===== src/cpmlm_params.svh =====
`ifndef CPMLM_PARAMS_SVH
`define CPMLM_PARAMS_SVH
// Register byte offsets
`define CPMLM_ADDR_CTRL     12'h000
`define CPMLM_ADDR_LINE     12'h004
`define CPMLM_ADDR_STATUS   12'h008
`define CPMLM_ADDR_VIOL     12'h00C
`define CPMLM_ADDR_FRAC_OH  12'h010
// Control register fields
`define CPMLM_CTRL_FM_LSB   0
`define CPMLM_CTRL_FM_MSB   5
`define CPMLM_CTRL_ALIGN    8
`define CPMLM_CTRL_PKT      9
`define CPMLM_CTRL_CBIT_PL  10
`define CPMLM_CTRL_PLB      11
// Line register fields
`define CPMLM_LINE_LM_LSB   0
`define CPMLM_LINE_LM_MSB   2
`define CPMLM_LINE_TX_ZERO_SUPPRESS_DISABLE     4
`define CPMLM_LINE_RX_ZERO_SUPPRESS_DISABLE     5
`define CPMLM_LINE_ALB      6
// Fractional overhead pattern select field
`define CPMLM_FOH_LSB       0
`define CPMLM_FOH_MSB       1
// Reset values
`define CPMLM_CTRL_RST      32'h0000_0000
`define CPMLM_LINE_RST      32'h0000_0000
`define CPMLM_FOH_RST       2'h0
`define CPMLM_VIOL_RST      16'h0000
`define CPMLM_VIOL_MAX      16'hFFFF
// Framing mode code groups
`define CPMLM_FM_CLEAR      1'b1
`define CPMLM_FAM_DS3_CBIT  2'h0
`define CPMLM_FAM_DS3_M23   2'h1
`define CPMLM_FAM_E3_G751   2'h2
`define CPMLM_FAM_E3_G832   2'h3
`define CPMLM_SUB_DIRECT    3'h0
`define CPMLM_SUB_OHM       3'h1
`define CPMLM_SUB_IFRAC     3'h2
`define CPMLM_SUB_OHM_OCT   3'h3
`define CPMLM_SUB_PLCP      3'h4
`define CPMLM_SUB_PLCP_OHM  3'h5
`define CPMLM_SUB_RSVD      3'h7
`define CPMLM_SUB_PLCP_GRP  2'h2
// E3 PLCP forced leading payload nibble
`define CPMLM_E3_PLCP_LEAD  4'hC
// Fractional overhead patterns
`define CPMLM_FOH_ONES      4'hF
`define CPMLM_FOH_ZEROS     4'h0
`define CPMLM_FOH_ALT       4'hA
`endif


===== src/cpmlm_pkg.sv =====
package cpmlm_pkg;
  typedef enum logic [1:0] {
    CPMLM_AL_BIT,
    CPMLM_AL_NIBBLE,
    CPMLM_AL_BYTE,
    CPMLM_AL_CELL
  } cpmlm_align_type;

  typedef enum logic [1:0] {
    CPMLM_CODE_B3ZS,
    CPMLM_CODE_HDB3,
    CPMLM_CODE_AMI,
    CPMLM_CODE_UNI
  } cpmlm_code_type;

  typedef enum logic [1:0] {
    CPMLM_JA_OFF,
    CPMLM_JA_TX,
    CPMLM_JA_RX
  } cpmlm_ja_type;

  typedef struct packed {
    cpmlm_align_type cell_align;
    cpmlm_align_type pkt_align;
    logic            cell_search_byte;
    logic            pkt_octet_stuff;
    logic            plcp_search_byte;
    logic            plcp_en;
    logic            cfg_error;
  } cpmlm_map_type;

  typedef struct packed {
    cpmlm_code_type code;
    logic           liu_en;
    cpmlm_ja_type   ja;
    logic           digital_loop;
  } cpmlm_line_type;

  typedef struct packed {
    logic clk;
    logic pos;
    logic neg;
  } cpmlm_rails_type;
endpackage


===== src/cpmlm_top.sv =====
// Functional notes
// Cell search bitwise, bytewise in octet mask modes
// Packets bit stuffed, octet stuffed in octet modes
// PLCP alignment always searched bit by bit
// DS3 direct: cells per select, packets bit
// DS3 PLCP nibble aligned, select ignored
// Cells cell-aligned in PLCP, no packets
// DS3 PLCP only in C-bit generated frames; code accepts M23 PLCP too
// Software sets bit align for payload C-bits
// Software avoids PLCP with payload C-bits
// G.751 direct: cells and packets bit aligned
// E3 PLCP forces 1100, then byte aligned
// E3 PLCP only within G.751 frames
// Software sets fractional section and group size
// G.751 fractional overhead pattern, bit aligned
// G.832: cells per select, packets bit
// Unipolar: no coding, count external pulses
// Mask modes never count violation pin pulses
// Loopback without line unit returns rails digitally
// DS3/52M use B3ZS, E3 uses HDB3
// Line mode field decodes unit and attenuator
// Both suppress disables select AMI coding
// Mask modes: mask pins, no payload loopback
// Alignment select per port, one means bit
`timescale 1ns/1ns
`include "cpmlm_params.svh"
module cpmlm_top (
  // Clock, reset, enable
  input  wire logic                     pclk,
  input  wire logic                     presetn,
  input  wire logic                     clk_en,
  // APB slave
  input  wire logic                     psel,
  input  wire logic                     penable,
  input  wire logic                     pwrite,
  input  wire logic [11:0]              paddr,
  input  wire logic [31:0]              pwdata,
  output logic      [31:0]              prdata,
  output logic                          pready,
  output logic                          pslverr,
  // Transmit rails from encoder and receive rails from line unit
  input  wire cpmlm_pkg::cpmlm_rails_type tx_rails,
  input  wire cpmlm_pkg::cpmlm_rails_type rx_line_rails,
  input  wire logic                     rx_neg_violation_mask_pin,
  // Decoded configuration
  output cpmlm_pkg::cpmlm_map_type      map_cfg_ff,
  output cpmlm_pkg::cpmlm_line_type     line_cfg_ff,
  output logic                          overhead_mask_mode_ff,
  output logic                          payload_loopback_ff,
  output logic [3:0]                    lead_bits_ff,
  output logic                          lead_force_ff,
  // Receive rails toward decoder
  output cpmlm_pkg::cpmlm_rails_type    rx_rails_ff
);

  logic [31:0] ctrl_ff;
  logic [31:0] line_ff;
  logic [1:0]  foh_sel_ff;
  logic [15:0] viol_cnt_ff;
  logic        pin_d_ff;
  logic [31:0] nxt_prdata;
  logic        nxt_pslverr;
  logic        wr_access;
  logic        setup_cyc;
  logic        pin_rise;
  logic        count_en;
  logic [5:0]  fm;
  logic [2:0]  lm;
  logic        align_bit;
  logic        is_pkt;
  logic        cbit_payload;
  cpmlm_pkg::cpmlm_map_type  nxt_map;
  cpmlm_pkg::cpmlm_line_type nxt_line;
  logic        nxt_ohm;
  logic [3:0]  nxt_lead;
  logic        nxt_force;

  function automatic logic is_ohm(input logic [5:0] f);
    logic [2:0] s;
    s = f[2:0];
    if (f[5] == `CPMLM_FM_CLEAR)
      is_ohm = (s == `CPMLM_SUB_OHM) || (s == `CPMLM_SUB_OHM_OCT);
    else
      is_ohm = (s == `CPMLM_SUB_OHM) || (s == `CPMLM_SUB_PLCP_OHM);
  endfunction

  function automatic logic is_octet_ohm(input logic [5:0] f);
    is_octet_ohm = (f[5] == `CPMLM_FM_CLEAR) && (f[2:0] == `CPMLM_SUB_OHM_OCT);
  endfunction

  function automatic logic is_e3(input logic [5:0] f);
    is_e3 = f[4];
  endfunction

  function automatic logic is_plcp(input logic [5:0] f);
    is_plcp = (f[5] != `CPMLM_FM_CLEAR) && (f[2:1] == `CPMLM_SUB_PLCP_GRP);
  endfunction

  assign fm           = ctrl_ff[`CPMLM_CTRL_FM_MSB:`CPMLM_CTRL_FM_LSB];
  assign lm           = line_ff[`CPMLM_LINE_LM_MSB:`CPMLM_LINE_LM_LSB];
  assign align_bit    = ctrl_ff[`CPMLM_CTRL_ALIGN];
  assign is_pkt       = ctrl_ff[`CPMLM_CTRL_PKT];
  assign cbit_payload = ctrl_ff[`CPMLM_CTRL_CBIT_PL];

  assign wr_access = psel && penable && pwrite;
  assign setup_cyc = psel && !penable;

  // Control register write
  always_ff @(posedge pclk or negedge presetn) begin
    if (!presetn) begin
      ctrl_ff <= `CPMLM_CTRL_RST;
    end else if (clk_en && wr_access && paddr == `CPMLM_ADDR_CTRL) begin
      ctrl_ff <= pwdata;
    end
  end

  // Line register write
  always_ff @(posedge pclk or negedge presetn) begin
    if (!presetn) begin
      line_ff <= `CPMLM_LINE_RST;
    end else if (clk_en && wr_access && paddr == `CPMLM_ADDR_LINE) begin
      line_ff <= pwdata;
    end
  end

  // Fractional overhead pattern select write
  always_ff @(posedge pclk or negedge presetn) begin
    if (!presetn) begin
      foh_sel_ff <= `CPMLM_FOH_RST;
    end else if (clk_en && wr_access && paddr == `CPMLM_ADDR_FRAC_OH) begin
      foh_sel_ff <= pwdata[`CPMLM_FOH_MSB:`CPMLM_FOH_LSB];
    end
  end

  // Read data and error answer
  always_comb begin
    nxt_prdata  = 32'h0000_0000;
    nxt_pslverr = 1'b0;
    unique case (paddr)
      `CPMLM_ADDR_CTRL:    nxt_prdata = ctrl_ff;
      `CPMLM_ADDR_LINE:    nxt_prdata = line_ff;
      `CPMLM_ADDR_STATUS:  nxt_prdata = {17'h0_0000, map_cfg_ff, line_cfg_ff};
      `CPMLM_ADDR_VIOL:    nxt_prdata = {16'h0000, viol_cnt_ff};
      `CPMLM_ADDR_FRAC_OH: nxt_prdata = {30'h0000_0000, foh_sel_ff};
      default:             nxt_pslverr = 1'b1;
    endcase
  end

  // Ready in the access cycle after each setup
  always_ff @(posedge pclk or negedge presetn) begin
    if (!presetn) begin
      pready <= 1'b0;
    end else if (clk_en) begin
      pready <= setup_cyc;
    end
  end

  // Error answer for unmapped addresses, alongside ready
  always_ff @(posedge pclk or negedge presetn) begin
    if (!presetn) begin
      pslverr <= 1'b0;
    end else if (clk_en) begin
      pslverr <= setup_cyc && nxt_pslverr;
    end
  end

  // Read data taken at setup, held until the next setup
  always_ff @(posedge pclk or negedge presetn) begin
    if (!presetn) begin
      prdata <= 32'h0000_0000;
    end else if (clk_en && setup_cyc) begin
      prdata <= nxt_prdata;
    end
  end

  // Mapping decode
  always_comb begin
    nxt_map                  = '0;
    nxt_map.cell_search_byte = is_octet_ohm(fm);
    nxt_map.pkt_octet_stuff  = is_octet_ohm(fm);
    nxt_map.plcp_search_byte = 1'b0;
    nxt_map.cell_align       = cpmlm_pkg::CPMLM_AL_BIT;
    nxt_map.pkt_align        = cpmlm_pkg::CPMLM_AL_BIT;
    nxt_lead                 = 4'h0;
    nxt_force                = 1'b0;
    if (fm[5] == `CPMLM_FM_CLEAR) begin
      nxt_map.cfg_error = fm[2];
      if (is_octet_ohm(fm)) begin
        nxt_map.cell_align = cpmlm_pkg::CPMLM_AL_BYTE;
        nxt_map.pkt_align  = cpmlm_pkg::CPMLM_AL_BYTE;
      end
    end else if (is_plcp(fm)) begin
      // PLCP modes
      nxt_map.plcp_en    = 1'b1;
      nxt_map.cell_align = cpmlm_pkg::CPMLM_AL_CELL;
      nxt_map.pkt_align  = cpmlm_pkg::CPMLM_AL_BIT;
      nxt_map.cfg_error  = is_pkt;
      unique case (fm[4:3])
        `CPMLM_FAM_DS3_CBIT, `CPMLM_FAM_DS3_M23: begin
          nxt_map.cfg_error = is_pkt || cbit_payload;
        end
        `CPMLM_FAM_E3_G751: begin
          nxt_lead  = `CPMLM_E3_PLCP_LEAD;
          nxt_force = 1'b1;
        end
        `CPMLM_FAM_E3_G832: begin
          nxt_map.plcp_en   = 1'b0;
          nxt_map.cfg_error = 1'b1;
        end
      endcase
    end else begin
      nxt_map.cfg_error = (fm[2:0] == `CPMLM_SUB_RSVD);
      unique case (fm[4:3])
        `CPMLM_FAM_DS3_CBIT, `CPMLM_FAM_DS3_M23: begin
          if (!align_bit && !(fm[3] && cbit_payload))
            nxt_map.cell_align = cpmlm_pkg::CPMLM_AL_NIBBLE;
        end
        `CPMLM_FAM_E3_G751: begin
          if (fm[2:0] == `CPMLM_SUB_IFRAC) begin
            nxt_force = 1'b1;
            unique case (foh_sel_ff)
              2'h0:    nxt_lead = `CPMLM_FOH_ONES;
              2'h1:    nxt_lead = `CPMLM_FOH_ZEROS;
              default: nxt_lead = `CPMLM_FOH_ALT;
            endcase
          end
        end
        `CPMLM_FAM_E3_G832: begin
          if (!align_bit)
            nxt_map.cell_align = cpmlm_pkg::CPMLM_AL_BYTE;
        end
      endcase
    end
  end

  // Line mode decode
  always_comb begin
    nxt_line              = '0;
    nxt_line.digital_loop = 1'b0;
    if (lm[2]) begin
      nxt_line.code = cpmlm_pkg::CPMLM_CODE_UNI;
    end else begin
      if (line_ff[`CPMLM_LINE_TX_ZERO_SUPPRESS_DISABLE] && line_ff[`CPMLM_LINE_RX_ZERO_SUPPRESS_DISABLE])
        nxt_line.code = cpmlm_pkg::CPMLM_CODE_AMI;
      else if (is_e3(fm))
        nxt_line.code = cpmlm_pkg::CPMLM_CODE_HDB3;
      else
        nxt_line.code = cpmlm_pkg::CPMLM_CODE_B3ZS;
      nxt_line.liu_en = (lm[1:0] != 2'h0);
      unique case (lm[1:0])
        2'h2:    nxt_line.ja = cpmlm_pkg::CPMLM_JA_TX;
        2'h3:    nxt_line.ja = cpmlm_pkg::CPMLM_JA_RX;
        default: nxt_line.ja = cpmlm_pkg::CPMLM_JA_OFF;
      endcase
    end
    nxt_line.digital_loop = line_ff[`CPMLM_LINE_ALB] && !nxt_line.liu_en;
  end

  assign nxt_ohm = is_ohm(fm);

  // Registered mapping configuration
  always_ff @(posedge pclk or negedge presetn) begin
    if (!presetn) begin
      map_cfg_ff <= '0;
    end else if (clk_en) begin
      map_cfg_ff <= nxt_map;
    end
  end

  // Registered line configuration
  always_ff @(posedge pclk or negedge presetn) begin
    if (!presetn) begin
      line_cfg_ff <= '0;
    end else if (clk_en) begin
      line_cfg_ff <= nxt_line;
    end
  end

  // Overhead mask mode flag
  always_ff @(posedge pclk or negedge presetn) begin
    if (!presetn) begin
      overhead_mask_mode_ff <= 1'b0;
    end else if (clk_en) begin
      overhead_mask_mode_ff <= nxt_ohm;
    end
  end

  // Payload loopback, blocked in mask modes
  always_ff @(posedge pclk or negedge presetn) begin
    if (!presetn) begin
      payload_loopback_ff <= 1'b0;
    end else if (clk_en) begin
      payload_loopback_ff <= ctrl_ff[`CPMLM_CTRL_PLB] && !nxt_ohm;
    end
  end

  // Forced leading payload bits
  always_ff @(posedge pclk or negedge presetn) begin
    if (!presetn) begin
      lead_bits_ff <= 4'h0;
    end else if (clk_en) begin
      lead_bits_ff <= nxt_lead;
    end
  end

  // Leading bit force enable
  always_ff @(posedge pclk or negedge presetn) begin
    if (!presetn) begin
      lead_force_ff <= 1'b0;
    end else if (clk_en) begin
      lead_force_ff <= nxt_force;
    end
  end

  // Receive rail select with digital loopback
  always_ff @(posedge pclk or negedge presetn) begin
    if (!presetn)
      rx_rails_ff <= '0;
    else if (clk_en)
      rx_rails_ff <= line_cfg_ff.digital_loop ? tx_rails : rx_line_rails;
  end

  assign pin_rise = rx_neg_violation_mask_pin && !pin_d_ff;
  assign count_en = (line_cfg_ff.code == cpmlm_pkg::CPMLM_CODE_UNI)
                    && !overhead_mask_mode_ff;

  // Edge register for the shared violation pin
  always_ff @(posedge pclk or negedge presetn) begin
    if (!presetn) begin
      pin_d_ff <= 1'b0;
    end else if (clk_en) begin
      pin_d_ff <= rx_neg_violation_mask_pin;
    end
  end

  // Violation pulse counter, saturating
  always_ff @(posedge pclk or negedge presetn) begin
    if (!presetn) begin
      viol_cnt_ff <= `CPMLM_VIOL_RST;
    end else if (clk_en && count_en && pin_rise && viol_cnt_ff != `CPMLM_VIOL_MAX) begin
      viol_cnt_ff <= viol_cnt_ff + 16'h0001;
    end
  end

endmodule


===== config.mk =====
export PLATFORM = sky130hd
export DESIGN_NAME = cpmlm_top
export DESIGN_NICKNAME = d
export VERILOG_FILES = /design/src/cpmlm_pkg.sv /design/src/cpmlm_top.sv
export VERILOG_INCLUDE_DIRS = /design/src /design/src/src
export SDC_FILE = /design/constraint.sdc
export NUM_CORES = 1
export LEC_CHECK = 0
export ABC_AREA = 1
export ABC_CLOCK_PERIOD_IN_PS = 2500
export BUFFER_PORTS_ARGS = -buffer_cell sky130_fd_sc_hd__buf_2
export CORE_ASPECT_RATIO = 0.5
export CORE_MARGIN = 1
export CORE_UTILIZATION = 40
export DETAILED_ROUTE_END_ITERATION = 12
export MAX_ROUTING_LAYER = met4
export PLACE_DENSITY_LB_ADDON = 0.05
export SLEW_MARGIN = 10
export SYNTH_ARGS = -nofsm -noshare
export SYNTH_HDL_FRONTEND = slang
export SYNTH_SLANG_ARGS = --single-unit

===== constraint.sdc =====
create_clock -name pclk -period 2.5 [get_ports pclk]
set_input_delay 0.5 -clock pclk [delete_from_list [all_inputs] [get_ports pclk]]
set_output_delay 0.5 -clock pclk [all_outputs]
set_load 0.01 [all_outputs]

==> impl_metrics.py, run 1 <==
metrics = {
    "cells_and_area": {
        "diodes": 0,
        "area_delta_synth_final_pct": 21.6,
        "layout-drive-gt1-share": 0.200,
        "fillCellCount": 1595,
        "nets": 986,
        "multi_input_area_mm2": 0.00267,
        "ff_latch_area_mm2": 0.00345,
        "stdcell_count": 1161,
    },
    "job": {
        "maxCapViolations": 0,
    },
    "sta": {
        "fin_crit_sh": 0.746,
        "finalSetupTns_ns": 0,
        "maxSlewViolCount": 0,
        "finalWorstSetupSlack_ns": 0.635,
        "setup_violations": 0,
        "finalHoldViolCount": 2,
        "finalClockSkew_ns": 0.0113,
        "max_freq_mhz": 536,
        "whs_ns": -0.00224,
        "rsz0062_at_grt": "false",
        "period_minus_slack_ns": 1.86,
    },
    "critical_path": {
        "critPathMaxStageDelay_ns": 0.47,
        "worstReg2RegStart": "viol_cnt_ff[0]",
        "critical_path.slowest_cell": "dfrtp_1",
        "required_ns": 2.80,
        "r2r-end": "viol_cnt_ff[13]",
        "setup.worst_path.end": "viol_cnt_ff[13]",
        "crit_chain": "ha_1, nand3_2, nor3_4, nand3_1, nand2_4, inv_4, nand2_1, o21ai_2",
        "end_kind": "register",
        "setup.worst_path.start": "viol_cnt_ff[0]",
        "crit_type": "register to register",
        "r2r_cells": 8,
        "path_delay_family": "simple AND/OR/NAND/NOR gates",
        "cp_num_cells": 8,
        "crit_arrival_ns": 2.17,
        "crit_buf_inv": 1,
        "critPathMaxFanout": 21,
        "rrSetupSlack_ns": 0.64,
        "start_kind": "register",
    },
    "cts": {
        "clk_pin_slew_worst_paths_ns": 0.06,
        "root_buffer": "clkbuf_16",
        "post_cts.repair.setup_buffers": 0,
        "htreeDepth": 4,
        "clk_latency_ns": 0.42,
        "cts_tree": "done",
        "hold_buffers": 0,
        "clk_path_buf_depth": 2,
        "clkSinkCount": 138,
        "cts-resized-gates": 0,
        "cts_buffers": 17,
    },
    "synthesis": {
        "yosys.area.top_type": "dfrtp_1",
        "synth_seq_cells": 138,
        "synth_ff_type": "dfrtp_1",
        "yosysUniqueCellTypes": 40,
        "yosys-top-cells-count": "nand2_1, dfrtp_1, nand3_1",
        "synthMostInstantiatedCell": "nand2_1",
        "synthAdderAreaFrac": 0.00190,
        "synth_xor_area_frac": 0.00931,
        "synth-compound-area-share": 0.0887,
        "synthArstFlopShare": 1.00,
        "netlist.area_leader.share": 0.524,
        "synth_top_family_by_area": "simple AND/OR/NAND/NOR gates",
        "synth_edf_count": 0,
        "muxShareOfSynthArea": 0,
        "synth_area_leaders": "dfrtp_1, nand2_1, nand3_1",
        "ys_warn_count": 0,
        "syn-cell-area_mm2": 0.00659,
        "syn_inst": 820,
        "yosysSeqAreaShare": 0.524,
        "syn_avg_cell_area_um2": 8.03,
        "yosys.area_share.simple": 0.304,
    },
    "global_route": {
        "grt_pass1_wl_um": 30200,
        "grt_pass1_vias": 5518,
        "grt_max_degree": 60,
        "grtUsageTotal": 0.240,
        "gr-total-overflow": 0,
        "antenna_found_initial": 0,
    },
    "power_and_ir_drop": {
        "p_leak_nw": 4.17,
        "p_seq_frac": 0.445,
        "switchingPower_mw": 1.32,
        "p_total_mw": 5.39,
        "switching_share": 0.244,
        "p_comb_frac": 0.070,
        "p_int_mw": 4.08,
        "peakVddDrop_mv": 0.467,
        "powerDensity_mw_per_mm2": 673,
        "p_clk_frac": 0.485,
    },
    "drt": {
        "num_vias": 5803,
        "wl_um": 18200,
        "ant_nets": 0,
        "drc": 0,
        "via_per_inst": 5.00,
        "drt_pass1_iterations": 7,
        "drt_iter0_drc": 384,
        "wl_per_cell_um": 15.7,
    },
    "die": {
        "pin_count": 116,
        "start_util": 0.419,
        "core_area_mm2": 0.0157,
        "dieArea_mm2": 0.0170,
        "row_count": 32,
        "die_h_um": 92.7,
        "die_x_um": 183,
    },
    "placement": {
        "dp_hpwl_um": 12600,
        "place_congestion": 0.850,
        "pre_cts_ws_ns": 0.453,
        "portBuffers": 113,
        "place_inst": 1130,
    },
    "outcome": {
        "outcome": "finished, violations left",
        "violations": "hold timing",
    },
    "worst_hold_path": {
        "hold_class": "input port to asynchronous set/reset pin",
    },
}
-- registers in the layout (all words and copies together), names as in the netlist --
signal and cells:
overhead_mask_mode_ff 1, line_ff 32, pin_d_ff 1, lead_force_ff 1, rx_rails_ff 3, ctrl_ff 32
prdata 32, pready 1, pslverr 1, payload_loopback_ff 1, foh_sel_ff 2, line_cfg_ff 6
lead_bits_ff 4, map_cfg_ff 5, viol_cnt_ff 16
-- per-stage QoR --
stage	hold WS (ns)	area (um2)	util
2_1_floorplan	0.204	6590	-
3_3_place_gp	0.458	7400	0.470
3_5_place_dp	0.459	7400	0.470
4_1_cts	0.0153	8010	0.509
5_1_grt	0.0283	8010	0.509
6_report	-0.00224	8010	0.509
-- metal layers --
layer  track usage  wire (um)  up-vias
li1              -          -     2884
met1         0.346       9210     2760
met2         0.342       7890      146
met3        0.0523       1010       13
met4        0.0535        123        0
met5             -          0        -
-- area by class of cell --
class / count / share of cell area
Multi-Input combinational cell: 573 / 0.333
Clock inverter: 11 / 0.0180
Tap cell: 221 / 0.0345
Timing Repair Buffer: 131 / 0.0929
Clock buffer: 20 / 0.0583
Sequential cell: 138 / 0.431
Inverter: 67 / 0.0317
-- worst min path at each step --
| stage | endpoint | slack [ns] | cells after the start |
|---|---|---|---|
| 2_1_floorplan | ctrl_ff[0] | 0.20 | 0 |
| 3_3_place_gp | viol_cnt_ff[8] | 0.46 | 1 |
| 3_5_place_dp | viol_cnt_ff[8] | 0.46 | 1 |
| 4_1_cts | viol_cnt_ff[8] | 0.02 | 1 |
| 5_1_grt | viol_cnt_ff[8] | 0.03 | 1 |
| 6_report | viol_cnt_ff[8] | -0.002 | 1 |
-- cells by family (layout without fill, tap and decap cells) --
family	Yosys count	after routing
AOI/OAI and AO/OA	108	108
xor gates and xnor gates	7	7
adders and majority gates	1	1
buffers and inverters	110	229
DFF	138	138
other	1	2
and+or+nand+nor	455	455
-- power groups by stage --
| stage | logic (mW) | registers, mW | clock network (mW) |
|---|---|---|---|
| after floorplan | 0.202 | 2.41 | 0 |
| after global placement | 0.378 | 2.44 | 0 |
| after detailed placement | 0.383 | 2.44 | 0 |
| after CTS | 0.385 | 2.40 | 2.67 |
| after global routing | 0.436 | 2.41 | 2.77 |
| final | 0.377 | 2.40 | 2.62 |
-- worst register-to-register path, cell delays in order, from the launching register on --
cell and delay (ns):
dfrtp_1 0.47, ha_1 0.32, nand3_2 0.14, nor3_4 0.21, nand3_1 0.16, nand2_4 0.16, inv_4 0.13, nand2_1 0.11
o21ai_2 0.05
-- cell usage in the layout (no fill, tap or decap), types with 4 or more instances in the layout --
cell type and n:
a21oi_1 8, buf_2 112, buf_4 15, clkbuf_16 17, clkinvlp_4 4, dfrtp_1 138, inv_1 62, nand2_1 264
nand3_1 114, nand4_1 15, nor2_1 38, nor3_1 5, o21ai_0 56, o21ai_1 30, o21ai_2 6, xor2_1 5
No activity file was read; power rests on OpenSTA's default activity.
==> inputs of run 2 (changes only) <==
Settings changed: ABC_AREA 1 to 0, ABC_CLOCK_PERIOD_IN_PS 2500 to 1700.
Clock period 2.5 ns to 1.7 ns, I/O delays scaled along.
==> run 2 against run 1 <==
Compared with the run above:
- highest routed layer unchanged
- sequential power increased by 40%
- core utilization grew 3.6 points
- clock power grew 54%
- power grew 46%
- the run ends with DRC, setup timing left
==> impl_metrics.py, run 2 <==
metrics = {
    "synthesis": {
        "synth_xor_area_frac": 0.0180,
        "synth_ff_type": "dfrtp_1",
        "syn_avg_cell_area_um2": 12.1,
        "synthMostInstantiatedCell": "dfrtp_1",
        "yosys.area.top_type": "dfrtp_1",
        "syn-cell-area_mm2": 0.00632,
        "yosys.area_share.simple": 0.115,
        "synth_top_family_by_area": "multiplexers",
        "ys_warn_count": 0,
        "muxShareOfSynthArea": 0.181,
        "synthArstFlopShare": 1.00,
        "yosysSeqAreaShare": 0.547,
        "synth-compound-area-share": 0.104,
        "yosysUniqueCellTypes": 52,
        "yosys-top-cells-count": "dfrtp_1, nand2_1, mux2_2",
        "synthAdderAreaFrac": 0.00198,
        "synth_edf_count": 0,
        "syn_inst": 523,
        "synth_seq_cells": 138,
        "netlist.area_leader.share": 0.547,
        "synth_area_leaders": "dfrtp_1, mux2_2, mux2_4",
    },
    "placement": {
        "place_congestion": 0.883,
        "portBuffers": 113,
        "dp_hpwl_um": 11900,
        "placed_area_mm2": 0.00755,
        "pre_cts_ws_ns": -0.502,
    },
    "cts": {
        "root_buffer": "clkbuf_16",
        "cts_tree": "done",
        "clkSinkCount": 138,
        "htreeDepth": 4,
        "cts_buffers": 17,
        "clk_pin_slew_worst_paths_ns": 0.07,
        "clk_latency_ns": 0.42,
        "clk_path_buf_depth": 2,
    },
    "critical_path": {
        "start_kind": "input port",
        "end_kind": "register",
        "critPathMaxFanout": 8,
        "required_ns": 2.03,
        "crit_arrival_ns": 2.05,
        "crit_type": "input port to register",
    },
    "cells_and_area": {
        "diodes": 0,
        "largestRegisters": "ctrl_ff x32, line_ff x32, prdata x32",
        "postLayoutCellArea_mm2": 0.00840,
        "area_delta_synth_final_pct": 33.0,
        "mostFrequentLayoutCell": "dfrtp_1",
        "nets": 750,
        "final_core_util": 0.545,
        "layout-drive-gt1-share": 0.441,
        "final_cell_mix": "dfrtp_1, buf_2, buf_4, nand2_1, mux2_2",
    },
    "die": {
        "pin_count": 116,
        "die_h_um": 90.9,
        "die_x_um": 180,
        "start_util": 0.410,
        "core_area_mm2": 0.0154,
        "row_count": 32,
        "dieArea_mm2": 0.0163,
    },
    "global_route": {
        "grt_max_degree": 45,
        "antenna_found_initial": 0,
        "grtUsageTotal": 0.223,
        "grt_pass1_vias": 4640,
        "gr-total-overflow": 0,
        "grt_pass1_wl_um": 26600,
    },
    "outcome": {
        "violations": "DRC, setup timing",
        "outcome": "finished, violations left",
    },
    "sta": {
        "fin_crit_sh": 1.02,
        "maxSlewViolCount": 0,
        "finalClockSkew_ns": 0.00923,
        "finalWorstSetupSlack_ns": -0.0289,
        "max_freq_mhz": 578,
        "rsz0062_at_grt": "true",
        "period_minus_slack_ns": 1.73,
        "finalHoldViolCount": 0,
        "relSlewSlack": 0.647,
        "setup_violations": 1,
        "worst_pin_slew_ns": 0.530,
        "finalSetupTns_ns": -0.0289,
    },
    "power_and_ir_drop": {
        "peakVddDrop_mv": 0.651,
        "powerDensity_mw_per_mm2": 936,
        "p_leak_nw": 4.24,
    },
    "drt": {
        "wl_per_cell_um": 18.8,
        "drt_pass1_iterations": 9,
        "via_per_inst": 5.25,
        "ant_nets": 0,
        "num_vias": 4776,
        "wl_um": 17000,
        "drc": 5,
        "drt_iter0_drc": 278,
    },
    "job": {
        "maxCapViolations": 0,
    },
    "worst_hold_path": {
        "hold_class": "input port to register",
    },
}
run 2: cell count changes after synthesis, moves of 30 or more:
cell     change
inv_1       -53
nand2_1    -218
mux2_4      +30
nand3_1    -102
o21ai_0     -37
mux2_2      +40
run 2: final timing paths:
path	startpoint	endpoint	slack, ns	cells after the start
max in group asynchronous	presetn	prdata[25]	0.70	3
hold reg to reg	payload_loopback_ff	payload_loopback_ff	0.48	1
hold / removal	pwdata[7]	line_ff[7]	0.15	2
min in group asynchronous	presetn	rx_rails_ff[0]	0.36	2
setup reg to reg	viol_cnt_ff[0]	viol_cnt_ff[0]	0.07	6
setup / recovery	paddr[1]	prdata[4]	-0.03	7
run 2: cell families (layout without fill, tap and decap cells):
kind of cell,Yosys count,in the layout
AO/OA/AOI/OAI,100,100
XOR/XNOR,13,13
adder cells (fa/ha/maj),1,1
buffers and inverters,42,223
flip-flops,138,138
multiplexers,94,94
other,1,2
AND/OR/NAND/NOR,134,134
run 2: layer usage:
metal  track usage  share of wire
met1         0.313           0.50
met3        0.0577          0.041
met4        0.0596         0.0060
met2         0.319           0.45
met5             -              0
run 2: worst max-delay path: stages:
cell      delay [ns]
buf_6           0.09
or4_4           0.59
buf_6           0.15
nor4_4          0.33
buf_6           0.20
a221oi_1        0.14
o21ai_0         0.22
run 2: timing repair:
action	in CTS	in global routing
resized for setup	1	35
gates cloned	0	3
hold buffers	1	0
endpoints found under the hold margin	23	0
pin swaps	0	21
setup buffers	0	4
setup endpoints to repair	21	61
run 2: per-stage QoR:
| step | total power [mW] | hold slack [ns] | std cells |
|---|---|---|---|
| floorplan | 3.58 | 0.0444 | 524 |
| global placement | 3.89 | 0.228 | 869 |
| detailed placement | 3.89 | 0.226 | 869 |
| CTS | 7.95 | 0.131 | 902 |
| global route | 8.16 | 0.137 | 909 |
| finish | 7.87 | 0.149 | 909 |
run 2: final cells by class:
cell class / instances / area, um2
clock inverter: 14 / 194
clock buffer: 18 / 439
sequential: 138 / 3450
multi-input combinational: 344 / 2800
tap: 204 / 255
timing repair buffer: 182 / 1230
fill: 1355 / 7010
inverter: 9 / 33.8
run 2: report_power, final:
part           switching, mW  internal (mW)
registers             0.0240           3.33
logic                  0.288          0.198
clock network           1.52           2.51
==> inputs of run 3 (changes only) <==
Settings changed: CELL_PAD_IN_SITES_DETAIL_PLACEMENT set to 0, CELL_PAD_IN_SITES_GLOBAL_PLACEMENT set to 2, CORE_UTILIZATION 40 to 33, SLEW_MARGIN 10 to 20.
==> run 3 against run 2 <==
Compared with the run above:
- the run ends with setup timing left
- via count is 2.7% lower
- power fell by 4.9%
- largest cell class unchanged
- maximum frequency increased by 1.6%
- die area rose by 21%
- sequential share of layout area increased by 0.75 points
- design area is 1.8% lower
- worst setup slack gained 0.027 ns
- sequential power barely moved
- clock power fell by 9.9%
- largest power group unchanged
==> impl_metrics.py, run 3 (synthesis gave the netlist of run 2 again) <==
metrics = {
    "drt": {
        "wl_per_cell_um": 18.6,
        "drt_iter0_drc": 173,
        "wl_um": 17700,
        "via_per_inst": 4.89,
        "drt_pass1_iterations": 4,
        "num_vias": 4646,
        "drc": 0,
        "ant_nets": 0,
    },
    "worst_hold_path": {
        "whs_path_depth": 2,
        "hp-start": "pwdata[6]",
        "hold_end": "line_ff[6]",
        "hold_class": "input port to register",
    },
    "power_and_ir_drop": {
        "p_leak_nw": 4.13,
        "p_comb_frac": 0.067,
        "powerDensity_mw_per_mm2": 907,
        "p_seq_frac": 0.448,
        "p_int_mw": 5.69,
        "switchingPower_mw": 1.79,
        "switching_share": 0.239,
        "p_clk_frac": 0.485,
        "p_total_mw": 7.48,
        "peakVddDrop_mv": 0.721,
    },
    "die": {
        "pin_count": 116,
        "start_util": 0.340,
        "die_x_um": 198,
        "row_count": 35,
        "die_h_um": 99.8,
        "dieArea_mm2": 0.0197,
        "core_area_mm2": 0.0186,
    },
    "global_route": {
        "grtUsageTotal": 0.194,
        "antenna_found_initial": 0,
        "gr-total-overflow": 0,
        "grt_max_degree": 42,
        "grt_pass1_wl_um": 27500,
        "grt_pass1_vias": 4550,
    },
    "cts": {
        "clk_pin_slew_worst_paths_ns": 0.06,
        "root_buffer": "clkbuf_16",
        "clk_latency_ns": 0.42,
        "clk_path_buf_depth": 2,
        "htreeDepth": 4,
        "clkSinkCount": 138,
        "cts_buffers": 17,
        "post_cts.repair.setup_buffers": 0,
        "cts_tree": "done",
    },
    "cells_and_area": {
        "postLayoutCellArea_mm2": 0.00825,
        "area_delta_synth_final_pct": 30.6,
        "nets": 736,
        "layout-drive-gt1-share": 0.412,
        "diodes": 0,
        "mostFrequentLayoutCell": "dfrtp_1",
        "fillCellCount": 1829,
        "final_cell_mix": "dfrtp_1, buf_2, nand2_1, buf_4, mux2_2",
        "largestRegisters": "ctrl_ff x32, line_ff x32, prdata x32",
    },
    "sta": {
        "rsz0062_at_grt": "true",
        "fin_crit_sh": 1.00,
        "finalHoldViolCount": 0,
        "period_minus_slack_ns": 1.70,
        "max_freq_mhz": 588,
        "setup_violations": 1,
        "finalWorstSetupSlack_ns": -0.00200,
        "finalClockSkew_ns": 0.0100,
        "maxSlewViolCount": 0,
    },
    "critical_path": {
        "crit_type": "input port to register",
        "r2r_cells": 4,
        "r2r-end": "viol_cnt_ff[12]",
        "crit_arrival_ns": 2.01,
        "start_kind": "input port",
        "setup.worst_path.start": "paddr[1]",
        "worstReg2RegStart": "viol_cnt_ff[4]",
        "end_kind": "register",
        "critPathMaxFanout": 32,
        "required_ns": 2.00,
        "rrSetupSlack_ns": 0.07,
    },
    "outcome": {
        "outcome": "finished, violations left",
        "violations": "setup timing",
    },
    "placement": {
        "dp_hpwl_um": 12600,
        "portBuffers": 113,
        "place_congestion": 0.806,
        "placed_area_mm2": 0.00763,
    },
    "job": {
        "maxCapViolations": 0,
    },
}
-- run 3: cell count changes in the layout (fill, tap and decap cells not counted), sizes merged --
cell,previous run,this run
bufinv,4,2
clkinvlp,2,1
clkinv,5,7
buf,179,167
inv,12,10
clkbuf,20,21
-- run 3: worst max-delay path, cell delays in order --
cell    delay (ns)
buf_2         0.10
or4_4         0.59
nor4_4        0.33
buf_12        0.27
mux2_2        0.36
-- run 3: per-layer routing --
metal  GRT usage  part of all wire  vias to the layer above
li1            -                 -                     2213
met1       0.296              0.54                     2328
met2       0.259              0.42                       90
met3      0.0397             0.039                       15
met4      0.0411            0.0067                        0
met5           -                 0                        -
-- run 3: worst max path at each step --
stage | endpoint | cells past startpoint
floorplan | ctrl_ff[10] | 5
global placement | line_ff[19] | 5
detailed placement | line_ff[12] | 5
CTS | line_ff[14] | 5
global route | line_ff[18] | 5
finish | line_ff[14] | 5
-- run 3: area by class of cell --
cell class	count	area, um2	area share
tap	259	324	0.0393
clock inverter	11	123	0.0149
multi-input combinational	344	2750	0.333
inverter	9	33.8	0.00409
clock buffer	21	440	0.0534
timing repair buffer	168	1130	0.137
sequential	138	3450	0.419
-- run 3: power by group through the flow --
stage          combinational, mW  sequential [mW]  clock (mW)
6_report                   0.501             3.35        3.63
3_5_place_dp               0.508             3.41           0
3_3_place_gp               0.506             3.41           0
5_1_grt                    0.550             3.35        3.87
2_1_floorplan              0.149             3.43           0
4_1_cts                    0.511             3.35        3.70
-- run 3: repair_timing --
action / CTS / global route
hold endpoints to repair: 35 / 0
hold buffers: 1 / 0
resized for setup: 0 / 9
endpoints found under the setup margin: 0 / 33
-- run 3: stage by stage --
stage / util / hold slack, ns / TNS, ns / cells / worst slack [ns]
2_1_floorplan: - / 0.0444 / -20.26 / 524 / -0.270
3_3_place_gp: 0.411 / 0.283 / -33.19 / 917 / -0.402
3_5_place_dp: 0.411 / 0.282 / -34.69 / 917 / -0.445
4_1_cts: 0.442 / 0.147 / 0 / 950 / 0.00489
5_1_grt: 0.444 / 0.155 / -0.252 / 950 / -0.0202
6_report: 0.444 / 0.157 / -0.00200 / 950 / -0.00200
